<file path="src/rtl/wfpx_pkg.sv">
// Purpose: Shared constants and types for the waveform fault and pattern
//          extension.
// Assumes: Eight-bit register port, one peripheral clock.
// Notes:   Byte offsets are those of the register map.
package wfpx_pkg;

  // ---------------------------------------------------------------------
  // Register offsets
  // ---------------------------------------------------------------------
  localparam logic [3:0] WFPX_OFS_CTRL = 4'h0;
  localparam logic [3:0] WFPX_OFS_MASK = 4'h2;
  localparam logic [3:0] WFPX_OFS_FCTL = 4'h3;
  localparam logic [3:0] WFPX_OFS_STAT = 4'h4;
  localparam logic [3:0] WFPX_OFS_BOTH = 4'h6;
  localparam logic [3:0] WFPX_OFS_BOTHBUF = 4'h7;
  localparam logic [3:0] WFPX_OFS_LSD = 4'h8;
  localparam logic [3:0] WFPX_OFS_HSD = 4'h9;
  localparam logic [3:0] WFPX_OFS_LSBUF = 4'hA;
  localparam logic [3:0] WFPX_OFS_HSBUF = 4'hB;
  localparam logic [3:0] WFPX_OFS_OVEN = 4'hC;

  // ---------------------------------------------------------------------
  // Field positions and reset value
  // ---------------------------------------------------------------------
  localparam int WFPX_BIT_PATTERN = 5;
  localparam int WFPX_BIT_COMMON = 4;
  localparam int WFPX_BIT_DBGIGN = 4;
  localparam int WFPX_BIT_RESTART = 2;
  localparam int WFPX_BIT_FAULT = 2;
  localparam int WFPX_BIT_HSV = 1;
  localparam int WFPX_BIT_LSV = 0;
  localparam logic [7:0] WFPX_RESET_VAL = 8'h00;
  localparam logic [1:0] WFPX_ACT_NONE = 2'h0;
  localparam logic [1:0] WFPX_ACT_TRISTATE = 2'h3;

  // Worst case from event to action, in peripheral clock cycles.
  localparam int WFPX_FAULT_LATENCY = 2;

  // Timer side inputs that travel together.
  typedef struct packed {
    logic [3:0] wave;
    logic update;
    logic update_lock_flag;
  } wfpx_timer_t;

  // Port side outputs that travel together.
  typedef struct packed {
    logic [7:0] override_en;
    logic [7:0] override_val;
    logic [7:0] dir_clear;
  } wfpx_port_t;

endpackage

</file>
<file path="src/rtl/wfpx_top.sv">
// Purpose: Pattern generator, common channel mode, channel enables and
//          event driven fault protection of a timer waveform extension.
// Assumes: Registers reached over a plain strobe port, read data one
//          cycle after the read strobe. Dead-time counters live outside.
// Notes:   All state is one packed struct registered once per cycle.
//
// Overview of operation
// - Pattern bit: pattern, common mode, no dead time
// - Pattern mode: enabled pins carry channel A
// - Pattern buffers load only at UPDATE
// - Eight mask bits, enabled events ORed together
// - Fault sets flag and timer error flag
// - Fault action within two clock cycles
// - Fault path is pure hardware on clock
// - Latched: wait clear and no fault, UPDATE
// - Cycle mode: resume at UPDATE after fault
// - Restart bit zero latched, one cycle mode
// - Leaving fault restores enabled channel directions
// - Fault keeps overrides, blocks their writes
// - Lock blocks control, override, mask writes
// - Debug break is fault unless ignore bit or action 00
// - After break resume like the restart mode
// - Common bit feeds channel A everywhere
// - Channel enables make dead-time replace waveform
// - Action 00 off, 11 tristate, others reserved
// - Fault flag set by event, write one clears
// - Buffer valid bits gate UPDATE copy, lock blocks
// - Override bits act on output value only
`timescale 1ns/1ps
module wfpx_top (
  input wire logic mclk,
  input wire logic nrst,
  input wire logic [3:0] reg_addr,
  input wire logic [7:0] reg_wdata,
  input wire logic reg_wr,
  input wire logic reg_rd,
  output logic [7:0] reg_rdata,
  input wire logic ext_lock,
  input wire logic [7:0] event_lines,
  input wire logic debug_halt_request,
  input wire wfpx_pkg::wfpx_timer_t timer_in,
  output logic [3:0] channel_dead_time_enables,
  output logic [3:0] dead_time_wave,
  output logic [7:0] low_side_delay,
  output logic [7:0] high_side_delay,
  output wfpx_pkg::wfpx_port_t port_out,
  output logic timer_error_set,
  output logic fault_active
);

  // ---------------------------------------------------------------------
  // State
  // ---------------------------------------------------------------------
  typedef struct packed {
    logic pattern_mode_bit;
    logic common_channel_bit;
    logic [3:0] chan_en;
    logic [7:0] fault_source_mask;
    logic debug_break_ignore_bit;
    logic restart_mode_bit;
    logic [1:0] fault_action_field;
    logic fault_flag;
    logic high_side_buffer_valid;
    logic low_side_buffer_valid;
    logic [7:0] lsd;
    logic [7:0] hsd;
    logic [7:0] lsbuf;
    logic [7:0] hsbuf;
    logic [7:0] output_override_enables;
    logic in_fault;
    logic err_pulse;
    logic [3:0] wave;
    logic [7:0] ov_en;
    logic [7:0] ov_val;
    logic [7:0] dir_clr;
    logic [7:0] rdata;
    logic [3:0] cde;
  } wfpx_state_t;

  wfpx_state_t s_q;
  wfpx_state_t s_d;

  logic fault_now;
  logic protect_on;
  logic wr_ctrl;
  logic wr_mask;
  logic wr_fctl;
  logic wr_stat;
  logic wr_oven;
  logic [7:0] ch_pins;
  logic leave;

  // ---------------------------------------------------------------------
  // Fault source and write decode
  // ---------------------------------------------------------------------
  // Events come from same-clock logic, so no synchroniser is placed; that
  // keeps the event to action path inside two cycles.
  always_comb begin
    protect_on = (s_q.fault_action_field != wfpx_pkg::WFPX_ACT_NONE);
    fault_now = |(event_lines & s_q.fault_source_mask);
    if (protect_on && !s_q.debug_break_ignore_bit && debug_halt_request) begin
      fault_now = 1'b1;
    end
    // Lock freezes the control, mask and override registers.
    wr_ctrl = reg_wr && !ext_lock && reg_addr == wfpx_pkg::WFPX_OFS_CTRL;
    wr_mask = reg_wr && !ext_lock && reg_addr == wfpx_pkg::WFPX_OFS_MASK;
    wr_oven = reg_wr && !ext_lock && !s_q.fault_flag
              && reg_addr == wfpx_pkg::WFPX_OFS_OVEN;
    wr_fctl = reg_wr && reg_addr == wfpx_pkg::WFPX_OFS_FCTL;
    wr_stat = reg_wr && reg_addr == wfpx_pkg::WFPX_OFS_STAT;
    // Each channel owns a pin pair.
    for (int i = 0; i < 4; i++) begin
      ch_pins[2*i] = s_q.chan_en[i];
      ch_pins[2*i+1] = s_q.chan_en[i];
    end
    // Latched mode also waits for software to clear the flag.
    leave = s_q.in_fault && !fault_now && timer_in.update
            && (s_q.restart_mode_bit || !s_q.fault_flag);
  end

  // ---------------------------------------------------------------------
  // Next state
  // ---------------------------------------------------------------------
  always_comb begin
    s_d = s_q;
    s_d.err_pulse = 1'b0;
    if (wr_ctrl) begin
      s_d.pattern_mode_bit = reg_wdata[wfpx_pkg::WFPX_BIT_PATTERN];
      s_d.common_channel_bit = reg_wdata[wfpx_pkg::WFPX_BIT_COMMON];
      s_d.chan_en = reg_wdata[3:0];
    end
    // Pattern mode bypasses dead-time insertion, so the enables read zero.
    s_d.cde = s_d.pattern_mode_bit ? 4'h0 : s_d.chan_en;
    if (wr_mask) begin
      s_d.fault_source_mask = reg_wdata;
    end
    if (wr_fctl) begin
      s_d.debug_break_ignore_bit = reg_wdata[wfpx_pkg::WFPX_BIT_DBGIGN];
      s_d.restart_mode_bit = reg_wdata[wfpx_pkg::WFPX_BIT_RESTART];
      s_d.fault_action_field = reg_wdata[1:0];
    end
    if (wr_oven) begin
      s_d.output_override_enables = reg_wdata;
    end
    // Dead-time and pattern storage, live and buffered.
    if (reg_wr) begin
      case (reg_addr)
        wfpx_pkg::WFPX_OFS_BOTH: begin
          s_d.lsd = reg_wdata;
          s_d.hsd = reg_wdata;
        end
        wfpx_pkg::WFPX_OFS_BOTHBUF: begin
          s_d.lsbuf = reg_wdata;
          s_d.hsbuf = reg_wdata;
          s_d.low_side_buffer_valid = 1'b1;
          s_d.high_side_buffer_valid = 1'b1;
        end
        wfpx_pkg::WFPX_OFS_LSD: s_d.lsd = reg_wdata;
        wfpx_pkg::WFPX_OFS_HSD: s_d.hsd = reg_wdata;
        wfpx_pkg::WFPX_OFS_LSBUF: begin
          s_d.lsbuf = reg_wdata;
          s_d.low_side_buffer_valid = 1'b1;
        end
        wfpx_pkg::WFPX_OFS_HSBUF: begin
          s_d.hsbuf = reg_wdata;
          s_d.high_side_buffer_valid = 1'b1;
        end
        default: begin
        end
      endcase
    end
    // Software may also clear the valid bits by writing one.
    if (wr_stat && reg_wdata[wfpx_pkg::WFPX_BIT_LSV]) begin
      s_d.low_side_buffer_valid = 1'b0;
    end
    if (wr_stat && reg_wdata[wfpx_pkg::WFPX_BIT_HSV]) begin
      s_d.high_side_buffer_valid = 1'b0;
    end
    // Buffered copy only at UPDATE and only when the timer is not locked.
    if (timer_in.update && !timer_in.update_lock_flag) begin
      if (s_q.low_side_buffer_valid) begin
        s_d.lsd = s_q.lsbuf;
        s_d.low_side_buffer_valid = 1'b0;
      end
      if (s_q.high_side_buffer_valid) begin
        s_d.hsd = s_q.hsbuf;
        s_d.high_side_buffer_valid = 1'b0;
      end
    end
    // Write one clears the flag, but a new fault in the same cycle wins.
    if (wr_stat && reg_wdata[wfpx_pkg::WFPX_BIT_FAULT]) begin
      s_d.fault_flag = 1'b0;
    end
    if (fault_now) begin
      s_d.fault_flag = 1'b1;
      s_d.err_pulse = 1'b1;
      s_d.in_fault = 1'b1;
    end else if (leave) begin
      s_d.in_fault = 1'b0;
    end
    // Waveform routing to the dead-time units.
    if (s_q.common_channel_bit || s_q.pattern_mode_bit) begin
      s_d.wave = {4{timer_in.wave[0]}};
    end else begin
      s_d.wave = timer_in.wave;
    end
    // Port overrides act on output values, never on directions.
    if (s_q.pattern_mode_bit) begin
      s_d.ov_en = s_q.lsd;
      for (int i = 0; i < 8; i++) begin
        s_d.ov_val[i] = s_q.lsd[i] ? timer_in.wave[0] : s_q.hsd[i];
      end
    end else begin
      s_d.ov_en = s_q.output_override_enables & ch_pins;
      s_d.ov_val = 8'h00;
    end
    // Tristate action; released again when the fault state ends.
    if ((fault_now || (s_q.in_fault && !leave))
        && s_q.fault_action_field == wfpx_pkg::WFPX_ACT_TRISTATE) begin
      s_d.dir_clr = ch_pins;
    end else begin
      s_d.dir_clr = 8'h00;
    end
    // Read data stands for the cycle after the strobe only.
    s_d.rdata = wfpx_pkg::WFPX_RESET_VAL;
    if (reg_rd) begin
      case (reg_addr)
        wfpx_pkg::WFPX_OFS_CTRL:
          s_d.rdata = {2'h0, s_q.pattern_mode_bit, s_q.common_channel_bit,
                       s_q.chan_en};
        wfpx_pkg::WFPX_OFS_MASK: s_d.rdata = s_q.fault_source_mask;
        wfpx_pkg::WFPX_OFS_FCTL:
          s_d.rdata = {3'h0, s_q.debug_break_ignore_bit, 1'b0,
                       s_q.restart_mode_bit, s_q.fault_action_field};
        wfpx_pkg::WFPX_OFS_STAT:
          s_d.rdata = {5'h00, s_q.fault_flag, s_q.high_side_buffer_valid,
                       s_q.low_side_buffer_valid};
        wfpx_pkg::WFPX_OFS_BOTH: s_d.rdata = s_q.lsd;
        wfpx_pkg::WFPX_OFS_BOTHBUF: s_d.rdata = s_q.lsbuf;
        wfpx_pkg::WFPX_OFS_LSD: s_d.rdata = s_q.lsd;
        wfpx_pkg::WFPX_OFS_HSD: s_d.rdata = s_q.hsd;
        wfpx_pkg::WFPX_OFS_LSBUF: s_d.rdata = s_q.lsbuf;
        wfpx_pkg::WFPX_OFS_HSBUF: s_d.rdata = s_q.hsbuf;
        wfpx_pkg::WFPX_OFS_OVEN: s_d.rdata = s_q.output_override_enables;
        default: s_d.rdata = 8'h00;
      endcase
    end
  end

  // ---------------------------------------------------------------------
  // State register
  // ---------------------------------------------------------------------
  always_ff @(posedge mclk) begin
    if (!nrst) begin
      s_q <= '0;
    end else begin
      s_q <= s_d;
    end
  end

  // Every output is a flip-flop of the state.
  assign reg_rdata = s_q.rdata;
  // Enables are registered with the pattern bypass already applied.
  assign channel_dead_time_enables = s_q.cde;
  assign dead_time_wave = s_q.wave;
  assign low_side_delay = s_q.lsd;
  assign high_side_delay = s_q.hsd;
  assign port_out.override_en = s_q.ov_en;
  assign port_out.override_val = s_q.ov_val;
  assign port_out.dir_clear = s_q.dir_clr;
  assign timer_error_set = s_q.err_pulse;
  assign fault_active = s_q.in_fault;
endmodule

</file>
<file path="config.mk">
export PLATFORM = sky130hd
export DESIGN_NAME = wfpx_top
export DESIGN_NICKNAME = d
export VERILOG_FILES = /design/src/rtl/wfpx_pkg.sv /design/src/rtl/wfpx_top.sv
export SDC_FILE = /design/constraint.sdc
export NUM_CORES = 1
export LEC_CHECK = 0
export BUFFER_PORTS_ARGS = -buffer_cell sky130_fd_sc_hd__buf_2
export CORE_MARGIN = 5
export CORE_UTILIZATION = 56
export DETAILED_ROUTE_END_ITERATION = 8
export PLACE_DENSITY = 0.8
export SYNTH_ARGS = -nofsm -noshare
export SYNTH_HDL_FRONTEND = slang
export SYNTH_SLANG_ARGS = --single-unit
</file>
<file path="constraint.sdc">
create_clock -name mclk -period 1.95 [get_ports mclk]
set_input_delay 0.39 -clock mclk [delete_from_list [all_inputs] [get_ports mclk]]
set_output_delay 0.39 -clock mclk [all_outputs]
set_load 0.005 [all_outputs]
</file>
Yosys cells after proc, flatten, opt, wreduce, memory -nomap -nowiden:

Cells that the tools add are included.

* output and inout port bits: 58
* register bits: 102
* input port bits: 32
* word-level logic and storage cells: 110

* bitwise logic cells: 3
* eq/ne operators: 11
* muxes and demuxes: 31
* reductions and logical operators: 42

Operators with widths (number)
* $pmux 8 s9: 1
* $mux 8: 5
* $mux 34: 1
* $eq 4x4->1 const B: 5
* $mux 1: 19
* $logic_and 1x1->1: 18
* $mux 18: 1
* $and 8x8->8: 2
* $mux 16: 1
* $eq 4x3->1 const B: 3
* $reduce_and 2->1: 5
* $reduce_or 2->1: 5
* $mux 9: 1
* $eq 4x2->1 const B: 2
* $reduce_or 8->1: 1
* $logic_not 1->1: 6
* $mux 6: 1
* $reduce_bool 2->1: 3
* $logic_not 4->1: 1
* $mux 4: 1
* $logic_or 1x1->1: 3
* $eq 2x2->1 const B: 1
* $not 1->1: 1

Depth between registers and ports, before layout:

Gate-level depths: netlist of run 1.

* word-level depth: 13
* mapped depth: 7
* mapped depth without buffers: 4

Least setup slack after synthesis of run 1:

OpenSTA, ideal clock, no wires.

* path kind: input -> register
* start: in reg_addr[2]
* end: reg s_q, in the netlist low_side_delay[0]
* slack: 0.258 ns
* arrival time: 1.559 ns
* library setup time: 0.132 ns
* stages: 4
* buffers on the path: 0
* data required time: 1.818 ns
* cell sequence: or3b_4 -> a211oi_4 -> mux2i_1 -> a21oi_1

* cells in the longest elaborated chain, start to end: 6
* elaborated cells on any way between the ends: 7
* classes of those cells: eq/ne: 2; mux: 4; reduce/logical: 1

RTL lines
* start: declaration: RTL line wfpx_top.sv:33 `input wire logic [3:0] reg_addr,`
* $eq 4x4->1 or $eq 4x3->1 (tied branches): RTL line wfpx_top.sv:147 `case (reg_addr)`
* $reduce_or 2->1 (no line) (*)
* $mux 8 (*): RTL line wfpx_top.sv:147
* $mux 34 (*): RTL line wfpx_top.sv:146 `if (reg_wr) begin`
* $mux 9: RTL line wfpx_top.sv:181 `if (s_q.low_side_buffer_valid) begin`
* $mux 18 (*): RTL line wfpx_top.sv:180 `if (timer_in.update && !timer_in.update_lock_flag) begin`
* end signal: assignment: RTL line wfpx_top.sv:255 `s_q <= '0;`
* end signal: assignment: RTL line wfpx_top.sv:257 `s_q <= s_d;`
* end: declaration: RTL line wfpx_top.sv:80 `wfpx_state_t s_q;`

Every way passes the cells marked *; elsewhere a longest branch is shown, timed or not.
A chain may end at the register's enable or synchronous reset.

Worst setup path after layout of run 1:

* start: in reg_addr[0]
* end: reg s_q[43] (netlist bit)

* cells in the longest elaborated chain, start to end: 2

RTL lines
* $eq 4x4->1: RTL line wfpx_top.sv:108 `&& reg_addr == wfpx_pkg::WFPX_OFS_OVEN;`
* $logic_and 1x1->1: RTL line wfpx_top.sv:108

No other way between the ends.

==> results of run 1 <==
==> final cells by class <==
| cell class | instances | area share [%] |
|---|---|---|
| clock inverter | 6 | 1.37 |
| sequential | 99 | 36.9 |
| tap | 108 | 2.51 |
| clock buffer | 10 | 2.37 |
| multi-input combinational | 335 | 43.0 |
| inverter | 1 | 0.0698 |
| timing repair buffer | 125 | 13.8 |
==> flip-flops by register name, indices dropped and copies added (netlist names) <==
register                   count
s_q                           41
port_out                      20
high_side_delay                8
low_side_delay                 8
reg_rdata                      8
ch_pins                        4
channel_dead_time_enables      4
dead_time_wave                 4
fault_active                   1
timer_error_set                1
==> Yosys cell counts (2+ instances only) <==
master                      number  area, sq um
sky130_fd_sc_hd__a22oi_1         8         60.1
sky130_fd_sc_hd__buf_2           9         45.0
sky130_fd_sc_hd__a21o_1          3         22.5
sky130_fd_sc_hd__a2bb2oi_1       5         43.8
sky130_fd_sc_hd__a22o_1          8         70.1
sky130_fd_sc_hd__a32oi_1         2         17.5
sky130_fd_sc_hd__or3b_2          4         35.0
sky130_fd_sc_hd__mux2i_1        62          621
sky130_fd_sc_hd__a21oi_1        28          140
sky130_fd_sc_hd__o211ai_1        3         22.5
sky130_fd_sc_hd__a21boi_0       16          120
sky130_fd_sc_hd__and3b_1         4         35.0
sky130_fd_sc_hd__mux2_2          7         78.8
sky130_fd_sc_hd__nor4bb_1        2         20.0
sky130_fd_sc_hd__a31oi_1         2         12.5
sky130_fd_sc_hd__nor3b_1        10         75.1
sky130_fd_sc_hd__nand3_1        12         60.1
sky130_fd_sc_hd__nand2_1        40          150
sky130_fd_sc_hd__and2_1          9         56.3
sky130_fd_sc_hd__buf_4          56          420
sky130_fd_sc_hd__a222oi_1        3         30.0
sky130_fd_sc_hd__a221oi_1        2         17.5
sky130_fd_sc_hd__nor2_1         16         60.1
sky130_fd_sc_hd__nor2b_1        41          257
sky130_fd_sc_hd__o21ai_0        27          135
sky130_fd_sc_hd__nor3_1          2         10.0
sky130_fd_sc_hd__nand3b_1        6         45.0
sky130_fd_sc_hd__dfxtp_1        99         1980
sky130_fd_sc_hd__clkbuf_1       24         90.1
sky130_fd_sc_hd__nand2b_1        2         12.5
==> per-layer routing <==
metal | track usage [%] | part of all wire, % | vias up
met2 | 39.6 | 46 | 213
met5 | 0 | 0 | -
li1 | - | - | 1879
met3 | 5.07 | 8.7 | 30
met1 | 33.6 | 43 | 1887
met4 | 9.66 | 2.7 | 0
==> cells in the final DEF (no fill, tap or decap), types with 2 or more instances in the layout <==
| master | n |
|---|---|
| sky130_fd_sc_hd__dfxtp_1 | 99 |
| sky130_fd_sc_hd__buf_2 | 89 |
| sky130_fd_sc_hd__mux2i_1 | 62 |
| sky130_fd_sc_hd__nor2b_1 | 41 |
| sky130_fd_sc_hd__nand2_1 | 40 |
| sky130_fd_sc_hd__buf_4 | 34 |
| sky130_fd_sc_hd__a21oi_1 | 28 |
| sky130_fd_sc_hd__o21ai_0 | 27 |
| sky130_fd_sc_hd__a21boi_0 | 16 |
| sky130_fd_sc_hd__nor2_1 | 16 |
| sky130_fd_sc_hd__nand3_1 | 12 |
| sky130_fd_sc_hd__nor3b_1 | 10 |
| sky130_fd_sc_hd__and2_1 | 9 |
| sky130_fd_sc_hd__clkbuf_8 | 9 |
| sky130_fd_sc_hd__a22oi_1 | 8 |
| sky130_fd_sc_hd__a22o_1 | 8 |
| sky130_fd_sc_hd__mux2_2 | 7 |
| sky130_fd_sc_hd__nand3b_1 | 6 |
| sky130_fd_sc_hd__a2bb2oi_1 | 5 |
| sky130_fd_sc_hd__and3b_1 | 4 |
| sky130_fd_sc_hd__or3b_2 | 4 |
| sky130_fd_sc_hd__o211ai_1 | 3 |
| sky130_fd_sc_hd__a21o_1 | 3 |
| sky130_fd_sc_hd__a222oi_1 | 3 |
| sky130_fd_sc_hd__nor3_1 | 2 |
| sky130_fd_sc_hd__nor4bb_1 | 2 |
| sky130_fd_sc_hd__nand2b_1 | 2 |
| sky130_fd_sc_hd__a32oi_1 | 2 |
| sky130_fd_sc_hd__a31oi_1 | 2 |
| sky130_fd_sc_hd__a221oi_1 | 2 |
| sky130_fd_sc_hd__inv_8 | 2 |
| sky130_fd_sc_hd__buf_12 | 2 |
==> worst paths after layout <==
kind | from | end | slack (ns) | depth (start not counted)
max | reg_addr[0] | s_q[43] | 0.43 | 8
min | timer_in[3] | dead_time_wave[1] | 0.26 | 3
max reg2reg | s_q[85] | reg_rdata[0] | 0.52 | 4
min reg2reg | s_q[65] | s_q[65] | 0.49 | 2
==> where the power goes <==
| group | internal (mW) | total [mW] | switching, mW |
|---|---|---|---|
| Sequential | 2.05 | 2.09 | 0.0393 |
| Combinational | 0.166 | 0.367 | 0.201 |
| Clock | 0.613 | 1.38 | 0.765 |
| Total | 2.83 | 3.84 | 1.00 |
==> kinds of logic (layout without fill, tap and decap cells) <==
group	Yosys count	in the layout	synth area share (%)
compound gates	114	114	15.7
flops	99	99	40.8
simple gates	151	151	17.3
buf+inv	91	142	11.6
mux	69	69	14.4
xor+xnor	1	1	0.180
==> critical path: cells and delay by family <==
kind          cells  cell delay, ns
mux               1            0.22
buf+inv           4            0.74
simple gates      3            0.44
==> results.md, run 1 <==
* Final-stage net count at 603
* Final cell count without fillers at 684
* Cell count after placement at 668
* Minimum hold slack at 0.264 ns
* Number of unique standard cell types used by synthesis at 43
* Total number of H-tree levels at 3
* Worst slew pin tran at 0.577 ns
* Count of standard-cell rows at 34
* Count of synthesis-stage warnings from yosys at 0
* Total negative slack at 0 ns
* Initial antenna violation count at 0
* Final critical-path share of the clock period at 78.1%
* Global route total overflow at 0
* Fraction of registers with async set/reset at 0%
* Slowest cell on crit path: sky130_fd_sc_hd__nor3b_1
* Worst slew margin at 61.4%
* Dominant register cell in the synthesized netlist: sky130_fd_sc_hd__dfxtp_1
* Crit path cell chain: buf_2, buf_4, nor3b_1, buf_4, nand4b_1, buf_4, mux2i_1, nor2b_1
* Final Hold Vio Count at 0
* Worst stage delay on the critical path at 0.23 ns
* Outcome: finished, final reports clean
* Synth Area per Inst at 9.25 sq um
* #FFs+latches synth at 99
* Signal arrival time at the worst endpoint at 1.78 ns
* Estimated wirelength of the detail-placed design at 9.54 mm
* Number of buffers inserted for hold repair after clock tree synthesis at 0
* Cell area after placement at 5170 sq um
* Final clock skew at 0.0129 ns
* Chip Width at 103 um
* Per-cell via count in the routed design at 5.86
* Wire length of the first global-routing pass at 20.1 mm
* Number of optimization iterations in the first detailed-route pass at 7
* Crit path required time at 2.21 ns
* Startpoint types: input pin
* ANT cells at 0
* Total wirelength of the detailed-routed design at 13.1 mm
* Post-CTS resize count at 0
* Source-to-sink clock delay at the later pin of the worst-skew pair at 0.37 ns
* Number of I/O port buffers at 89
* DRC viols at 0
* Number of synthesized flops with an enable pin at 0
* Crit path time final at 1.52 ns
* Total via count in the routed design at 4,009
* Area added between synthesis and finish at 10.7%
* Maximum buffer depth of the clock tree at 2
* Vert. Die Dim at 103 um
* Worst setup EP type: flop
* Placement Setup Slack at 0.0626 ns
* Clock-pin slew reported for the worst setup and hold paths after clock tree synthesis at 0.11 ns
* Total global routing track utilization at 25.0%
* Post-CTS Repair Setup Buffers at 0
* Initial cell density of the core at 56.5%
* RSZ-0062 raised after global routing: false
* Util after Layout at 62.6%
* Dominant cell type by count on the critical path: sky130_fd_sc_hd__buf_4
* Core outline area at 8590 sq um
* Crit Path Category: in2reg
* Power density over the cells at 714 nW/um^2
* Syn_nets at 557
* Root buf cell: sky130_fd_sc_hd__clkbuf_8
* Final weighted congestion of routability-driven global placement at 0.935
* Final routed wire length divided by cell count at 19.2 um
* Largest vdd supply drop at 0.329 mV
* Pin count of the biggest net entering global routing at 33
* Number of cells produced by synthesis at 525
* Inserted Clock Buffers at 9
* Achievable frequency at 0.657 GHz
* IO Count at 90
* Setup slack of the critical path after layout at 0.427 ns
* Fill cell total of the finished layout at 753
* Number of setup violations in the final report at 0
* Total design power at 3.84 mW
* Class of the most critical hold timing path: in2reg
* CTS tree: done
* Clock tree sinks at 99
* Peak fanout along the critical path at 11
* Summed instance area of the synthesized netlist at 4860 sq um
* Full die area at 10,600 sq um
* Register area share after synthesis at 40.8%
* Max Slew Vio Count at 0
* Combined area of the multi-input logic cells at 2310 sq um
* Initial DRC Count at 349
* Post-route standard cell area excluding fillers at 5380 sq um
* Post-DRT Antenna Nets at 0
* Layout cell share with drive strength beyond 1 at 26.9%
* Area taken by flip-flops and latches at 1980 sq um
* Leakage Power at 2.35 nW
* Number of global-route vias before repair at 3,707
* Maximum Capacitance Violations at 0
Note: power is estimated with default switching activity, not from simulation.
==> run 2, diff against run 1 <==
--- a/config.mk
+++ b/config.mk
@@ -5,11 +5,12 @@
 export SDC_FILE = /design/constraint.sdc
 export NUM_CORES = 1
 export LEC_CHECK = 0
+export ABC_AREA = 1
 export BUFFER_PORTS_ARGS = -buffer_cell sky130_fd_sc_hd__buf_2
 export CORE_MARGIN = 5
-export CORE_UTILIZATION = 56
+export CORE_UTILIZATION = 50
 export DETAILED_ROUTE_END_ITERATION = 8
-export PLACE_DENSITY = 0.8
+export PLACE_DENSITY = 0.76
 export SYNTH_ARGS = -nofsm -noshare
 export SYNTH_HDL_FRONTEND = slang
 export SYNTH_SLANG_ARGS = --single-unit
==> constraint.sdc (replaced) <==
create_clock -name mclk -period 1.4 [get_ports mclk]
set_input_delay 0.28 -clock mclk [delete_from_list [all_inputs] [get_ports mclk]]
set_output_delay 0.28 -clock mclk [all_outputs]
set_load 0.005 [all_outputs]
==> results.md, run 2 <==
* Initial antenna violation count at 0 (unchanged)
* Clock-pin slew reported for the worst setup and hold paths after clock tree synthesis at 0.10 ns (was 0.11 ns)
* Final weighted congestion of routability-driven global placement at 0.933 (was 0.935)
* Total global routing track utilization at 24.6% (was 25.0%)
* Area leader, netlist: sky130_fd_sc_hd__dfxtp_1 (unchanged)
* Total via count in the routed design at 4,329 (was 4,009)
* Cell with the most instances after synthesis: sky130_fd_sc_hd__nand2_1 (was sky130_fd_sc_hd__dfxtp_1)
* Total number of H-tree levels at 3 (unchanged)
* Crit Path Category: reg2reg (was in2reg)
* Most common cell after layout, fill and taps aside: sky130_fd_sc_hd__nand2_1 (was sky130_fd_sc_hd__dfxtp_1)
* Util after Layout at 57.3% (was 62.6%)
* Setup slack of the worst register-to-register path at 0.14 ns (was 0.52 ns)
* Routed met1 length at 6.26 mm (was 5.63 mm)
* Inserted Clock Buffers at 9 (unchanged)
* Number of optimization iterations in the first detailed-route pass at 5 (was 7)
* Number of buffers inserted for hold repair after clock tree synthesis at 0 (unchanged)
* Count of synthesis-stage warnings from yosys at 0 (unchanged)
* R2R cell count at 8 (was 4)
* Estimated wirelength of the detail-placed design at 10.7 mm (was 9.54 mm)
* Full die area at 11,300 sq um (was 10,600 sq um)
* R2r startpoint: s_q[95] (was s_q[85])
* Dominant cell type by count on the critical path: sky130_fd_sc_hd__nand2_1 (was sky130_fd_sc_hd__buf_4)
* Routed met3 length at 1.04 mm (was 1.14 mm)
* Total design power at 5.50 mW (was 3.84 mW)
* Fraction of registers with async set/reset at 0% (unchanged)
* Class of the most critical hold timing path: in2reg (unchanged)
* Register area share after synthesis at 42.7% (was 40.8%)
* Initial cell density of the core at 50.7% (was 56.5%)
* Number of global-route vias before repair at 4,048 (was 3,707)
* Number of cells on the worst hold path at 3 (unchanged)
* Number of I/O port buffers at 89 (unchanged)
* Crit path cell chain: nand2_1, nand2_1, nor2_1, nand3_1, nand2_1, nand2_1, nand2_1, nor2_1 (was buf_2, buf_4, nor3b_1, buf_4, nand4b_1, buf_4, mux2i_1, nor2b_1)
* Root buf cell: sky130_fd_sc_hd__clkbuf_8 (unchanged)
* Number of cells produced by synthesis at 657 (was 525)
* Layout cell share with drive strength beyond 1 at 23.2% (was 26.9%)
* Number of synthesized flops with an enable pin at 0 (unchanged)
* CP startpoint: s_q[95] (was reg_addr[0])
* DR WL met2 at 6.21 mm (was 6.00 mm)
* ANT cells at 0 (unchanged)
* Achievable frequency at 0.797 GHz
* Pin count of the biggest net entering global routing at 34 (was 33)
* Worst setup endpoint: port_out[6] (was s_q[43])
* Area share of the leading cell type in the synthesized netlist at 42.7% (was 40.8%)
* Maximum buffer depth of the clock tree at 2 (unchanged)
* Global route total overflow at 0 (unchanged)
* Clock tree sinks at 99 (unchanged)
* Final routed wire length divided by cell count at 16.2 um (was 19.2 um)
* Post-DRT Antenna Nets at 0 (unchanged)
* Dominant register cell in the synthesized netlist: sky130_fd_sc_hd__dfxtp_1 (unchanged)
* #FFs+latches synth at 99 (unchanged)
* Synth Area per Inst at 7.06 sq um (was 9.25 sq um)
* Wire length of the first global-routing pass at 21.5 mm (was 20.1 mm)
* Register with the highest flop count: s_q (unchanged)
* Peak fanout along the critical path at 4 (was 11)
* Summed instance area of the synthesized netlist at 4640 sq um (was 4860 sq um)
* Cell area after placement at 5030 sq um (was 5170 sq um)
* Most frequent cells in the layout: sky130_fd_sc_hd__nand2_1, sky130_fd_sc_hd__dfxtp_1, sky130_fd_sc_hd__buf_2, sky130_fd_sc_hd__nor2_1, sky130_fd_sc_hd__nand3_1 (was sky130_fd_sc_hd__dfxtp_1, sky130_fd_sc_hd__buf_2, sky130_fd_sc_hd__mux2i_1, sky130_fd_sc_hd__nor2b_1, sky130_fd_sc_hd__nand2_1)
* Maximum Capacitance Violations at 0 (unchanged)
* Top routing layer in use: met4 (unchanged)
* Count of standard-cell rows at 35 (was 34)
* Signal arrival time at the worst endpoint at 1.52 ns (was 1.78 ns)
* Area added between synthesis and finish at 13.2% (was 10.7%)
* DRC viols at 0 (unchanged)
* Crit path time final at 1.26 ns
* CTS tree: done (unchanged)
* Number of setup violations in the final report at 0 (unchanged)
* Final Hold Vio Count at 0 (unchanged)
* Post-CTS Repair Setup Buffers at 0 (unchanged)
* Vert. Die Dim at 106 um (was 103 um)
* RSZ-0062 raised after global routing: false (unchanged)
* Outcome: finished, final reports clean (unchanged)
* Max Slew Vio Count at 0 (unchanged)
* Final critical-path share of the clock period at 89.7%
* Worst setup EP type: flop (unchanged)
* Total wirelength of the detailed-routed design at 13.6 mm (was 13.1 mm)
* Final-stage net count at 755 (was 603)
* Post-CTS resize count at 0 (unchanged)
* Total negative slack at 0 ns (unchanged)
* Per-cell via count in the routed design at 5.16 (was 5.86)
* Source-to-sink clock delay at the later pin of the worst-skew pair at 0.37 ns (about the same)
* Crit path required time at 1.66 ns (was 2.21 ns)
* Worst stage delay on the critical path at 0.34 ns (was 0.23 ns)
* Flip-flop count of the largest register after layout at 41 (unchanged)
* Post-route standard cell area excluding fillers at 5250 sq um (was 5380 sq um)
* Leakage Power at 2.46 nW (was 2.35 nW)
* Final clock skew at 0.0148 ns (was 0.0129 ns)
* Slowest cell on crit path: sky130_fd_sc_hd__dfxtp_1 (was sky130_fd_sc_hd__nor3b_1)
* Initial DRC Count at 262 (was 349)
* IO Count at 90 (unchanged)
* Largest vdd supply drop at 0.656 mV (was 0.329 mV)
* Chip Width at 106 um (was 103 um)
* Commonest cells in the synthesized netlist: sky130_fd_sc_hd__nand2_1, sky130_fd_sc_hd__dfxtp_1, sky130_fd_sc_hd__nor2_1 (was sky130_fd_sc_hd__dfxtp_1, sky130_fd_sc_hd__mux2i_1, sky130_fd_sc_hd__buf_4)
* Worst slew pin tran at 0.340 ns (was 0.577 ns)
* Syn_nets at 689 (was 557)
* Startpoint types: flop (was input pin)
* Power density over the cells at 1050 nW/um^2 (was 714 nW/um^2)
* Number of unique standard cell types used by synthesis at 25 (was 43)
* Ranking of synthesized cells by area: sky130_fd_sc_hd__dfxtp_1, sky130_fd_sc_hd__nand2_1, sky130_fd_sc_hd__buf_4 (was sky130_fd_sc_hd__dfxtp_1, sky130_fd_sc_hd__mux2i_1, sky130_fd_sc_hd__buf_4)
* Capturing point of the worst reg2reg path: port_out[6] (was reg_rdata[0])
* Core outline area at 9150 sq um (was 8590 sq um)
* Worst slew margin at 77.2% (was 61.4%)
run 2: metrics by stage:
step,std cells,hold WS (ns),setup slack (ns)
final,839,0.157,0.145
after global placement,823,0.458,-0.123
after floorplan,657,0.427,0.166
after global routing,839,0.164,0.0626
after CTS,839,0.156,0.126
after detailed placement,823,0.460,-0.0953
run 2: routing by layer:
metal	track usage, %	vias to the layer above
met3	4.19	7
met5	0	-
li1	-	2179
met2	39.0	157
met4	4.63	0
met1	35.4	1986
run 2: where the power goes:
group | internal (mW) | switching [mW] | leakage [nW]
sequential | 2.87 | 0.0516 | 0.801
combinational | 0.199 | 0.324 | 1.56
clock | 1.01 | 1.03 | 0.103
run 2: area by class of cell:
cell class / instances / area [sq um]
inverters: 59 / 223
clock inverters: 6 / 88.8
clock buffers: 10 / 128
well taps: 111 / 139
repair buffers: 134 / 796
flip-flops and latches: 99 / 1980
fillers: 884 / 3900
multi-input cells: 420 / 1890
run 2: worst min path at each step:
stage	end	slack, ns	startpoint
2_1_floorplan	s_q[45]	0.43	reg_wdata[3]
3_3_place_gp	s_q[61]	0.46	s_q[61]
3_5_place_dp	s_q[61]	0.46	s_q[61]
4_1_cts	dead_time_wave[1]	0.16	timer_in[3]
5_1_grt	dead_time_wave[3]	0.16	timer_in[5]
6_report	dead_time_wave[3]	0.16	timer_in[5]
run 2: worst max-delay path: cells and delay by family (launching register included):
kind | cells | cell delay (ns)
flip-flops | 1 | 0.34
AND/OR/NAND/NOR | 8 | 0.80
run 2: cell families after synthesis:
| group | after synthesis | share of synthesized area (%) |
|---|---|---|
| buffers and inverters | 138 | 16.5 |
| AO/OA/AOI/OAI | 107 | 12.1 |
| AND/OR/NAND/NOR | 313 | 28.7 |
| flip-flops | 99 | 42.7 |
==> run 3, diff against run 2 <==
==> constraint.sdc (replaced) <==
create_clock -name mclk -period 1 [get_ports mclk]
set_input_delay 0.2 -clock mclk [delete_from_list [all_inputs] [get_ports mclk]]
set_output_delay 0.2 -clock mclk [all_outputs]
set_load 0.005 [all_outputs]
==> results.md, run 3 (synthesized netlist as in run 2, its figures left out) <==
* Flip-flop count of the largest register after layout at 41 (unchanged)
* Global route total overflow at 0 (unchanged)
* Achievable frequency at 0.884 GHz
* CTS tree: done (unchanged)
* Final clock skew at 0.0110 ns (was 0.0148 ns)
* Initial cell density of the core at 50.7% (unchanged)
* Worst slew margin at 73.7% (was 77.2%)
* Largest vdd supply drop at 0.598 mV (was 0.656 mV)
* Final routed wire length divided by cell count at 16.3 um (was 16.2 um)
* Max Slew Vio Count at 0 (unchanged)
* Cell area after placement at 5320 sq um (was 5030 sq um)
* Worst slew pin tran at 0.394 ns (was 0.340 ns)
* Root buf cell: sky130_fd_sc_hd__clkbuf_8 (unchanged)
* DR WL met2 at 6.92 mm (was 6.21 mm)
* Sw frac at 27.2% (was 25.7%)
* Cell count after placement at 851 (was 823)
* Chip Width at 106 um (unchanged)
* Total number of H-tree levels at 3 (unchanged)
* Post-route standard cell area excluding fillers at 6180 sq um (was 5250 sq um)
* Outcome: complete, but fails checks (was finished, final reports clean)
* Core outline area at 9150 sq um (unchanged)
* Psw at 2.04 mW (was 1.41 mW)
* Startpoint types: flop (unchanged)
* R2R cell count at 7 (was 8)
* Fill cell total of the finished layout at 709 (was 884)
* Layout cell share with drive strength beyond 1 at 41.4% (was 23.2%)
* Per-cell via count in the routed design at 5.39 (was 5.16)
* Final critical-path share of the clock period at 113%
* Number of optimization iterations in the first detailed-route pass at 6 (was 5)
* Leakage Power at 2.91 nW (was 2.46 nW)
* DRC viols at 0 (unchanged)
* Worst setup EP type: output port (was flop)
* Source-to-sink clock delay at the later pin of the worst-skew pair at 0.37 ns (about the same)
* Most common cell after layout, fill and taps aside: sky130_fd_sc_hd__nand2_1 (unchanged)
* Total global routing track utilization at 24.3% (was 24.6%)
* Final weighted congestion of routability-driven global placement at 0.930 (was 0.933)
* RSZ-0062 raised after global routing: true (was false)
* Crit path required time at 0.80 ns (was 1.66 ns)
* Final cell count without fillers at 891 (was 839)
* Area added between synthesis and finish at 33.2% (was 13.2%)
* Number of I/O port buffers at 89 (unchanged)
* Internal power summed over all cells at 5.48 mW (was 4.09 mW)
* Top routing layer in use: met4 (unchanged)
* Class of the most critical hold timing path: in2reg (unchanged)
* Signal arrival time at the worst endpoint at 0.93 ns (was 1.52 ns)
* Number of cells on the worst hold path at 3 (unchanged)
* Number of buffers inserted for hold repair after clock tree synthesis at 0 (unchanged)
* Estimated wirelength of the detail-placed design at 10.0 mm (was 10.7 mm)
* Power density over the cells at 1220 nW/um^2 (was 1050 nW/um^2)
* Wire length of the first global-routing pass at 21.6 mm (was 21.5 mm)
* Number of global-route vias before repair at 4,431 (was 4,048)
* Final-stage net count at 807 (was 755)
* Full die area at 11,300 sq um (unchanged)
* Clock-pin slew reported for the worst setup and hold paths after clock tree synthesis at 0.09 ns (was 0.10 ns)
* Total wirelength of the detailed-routed design at 14.5 mm (was 13.6 mm)
* Peak fanout along the critical path at 2 (was 4)
* Register with the highest flop count: s_q (unchanged)
* Share of power burned in registers at 54.2% (was 53.3%)
* Post-DRT Antenna Nets at 0 (unchanged)
* Crit path time final at 1.13 ns
* Clock share of power at 32.3% (was 37.2%)
* Final Hold Vio Count at 0 (unchanged)
* Setup slack of the critical path after layout at -0.132 ns (was 0.145 ns)
* Maximum Capacitance Violations at 0 (unchanged)
* Violated checks: negative setup slack
* Most frequent cells in the layout: sky130_fd_sc_hd__nand2_1, sky130_fd_sc_hd__buf_4, sky130_fd_sc_hd__nor2_1, sky130_fd_sc_hd__buf_2, sky130_fd_sc_hd__dfxtp_1 (was sky130_fd_sc_hd__nand2_1, sky130_fd_sc_hd__dfxtp_1, sky130_fd_sc_hd__buf_2, sky130_fd_sc_hd__nor2_1, sky130_fd_sc_hd__nand3_1)
* Vert. Die Dim at 106 um (unchanged)
* ANT cells at 0 (unchanged)
* Inserted Clock Buffers at 9 (unchanged)
* Combinational group share of total power at 13.5% (was 9.5%)
* Initial DRC Count at 367 (was 262)
* Initial antenna violation count at 0 (unchanged)
* Crit Path Category: reg2out (was reg2reg)
* Number of setup violations in the final report at 41 (was 0)
* Routed met1 length at 5.79 mm (was 6.26 mm)
* Total via count in the routed design at 4,804 (was 4,329)
* Routed met3 length at 1.29 mm (was 1.04 mm)
* Maximum buffer depth of the clock tree at 2 (unchanged)
* Pin count of the biggest net entering global routing at 18 (was 34)
* Minimum hold slack at 0.0721 ns (was 0.157 ns)
* Count of standard-cell rows at 35 (unchanged)
* Clock tree sinks at 99 (unchanged)
* IO Count at 90 (unchanged)
==> run 3: changes by cell type in the layout (fill, tap and decap cells not counted), moves of 10 or more <==
cell and change:
sky130_fd_sc_hd__dfxtp_2 +30, sky130_fd_sc_hd__o21ai_0 -16, sky130_fd_sc_hd__nand2_2 +10, sky130_fd_sc_hd__buf_4 +34, sky130_fd_sc_hd__nand2_1 -19, sky130_fd_sc_hd__nand2_4 +12, sky130_fd_sc_hd__buf_6 +31, sky130_fd_sc_hd__dfxtp_1 -38
sky130_fd_sc_hd__o21ai_2 +11, sky130_fd_sc_hd__nand3_1 -10, sky130_fd_sc_hd__buf_2 -21
==> run 3: final cells by class <==
cell class                 instances  area, sq um  area share, %
sequential                        99         2050           33.2
tap                              111          139           2.25
inverter                          59          236           3.83
timing repair buffer             182         1350           21.8
clock inverter                     4         25.0          0.405
multi-input combinational        424         2220           36.0
clock buffer                      12          155           2.51
==> run 3: power groups by stage <==
stage          logic, mW  clock network (mW)  registers, mW
2_1_floorplan      0.450                   0           4.16
3_5_place_dp       0.801                   0           4.18
3_3_place_gp       0.781                   0           4.18
6_report            1.01                2.43           4.08
4_1_cts            0.878                2.44           4.07
5_1_grt             1.09                2.62           4.09
==> run 3: layer usage <==
| layer | GRT usage (%) | vias up |
|---|---|---|
| met3 | 5.22 | 50 |
| li1 | - | 2293 |
| met1 | 31.1 | 2219 |
| met4 | 10.8 | 0 |
| met5 | 0 | - |
| met2 | 39.4 | 242 |
==> run 3: repair_timing <==
item	in CTS	in global routing
pin swaps	13	38
gates cloned	1	3
setup endpoints to repair	62	128
gates resized for setup	60	110
buffers inserted	16	7
==> run 3: critical path, stage by stage, from the launching register on <==
cell and delay (ns):
sky130_fd_sc_hd__dfxtp_2 0.34, sky130_fd_sc_hd__buf_6 0.12, sky130_fd_sc_hd__buf_6 0.11
==> run 3: final timing paths <==
kind	slack, ns	to	from
worst min-delay path	0.07	dead_time_wave[3]	timer_in[5]
worst min register to register	0.48	s_q[85]	s_q[85]
worst max-delay path	-0.13	high_side_delay[2]	high_side_delay[2]
worst max register to register	-0.10	reg_rdata[2]	high_side_delay[2]
==> run 3: per-stage QoR <==
step / power [mW] / setup TNS, ns / util [%] / setup WS (ns)
2_1_floorplan: 4.61 / -0.265 / - / -0.0332
3_3_place_gp: 4.96 / -19.55 / 58.1 / -0.315
3_5_place_dp: 4.98 / -21.45 / 58.1 / -0.340
4_1_cts: 7.39 / -1.59 / 63.1 / -0.134
5_1_grt: 7.80 / -3.42 / 67.5 / -0.154
6_report: 7.52 / -1.28 / 67.5 / -0.132
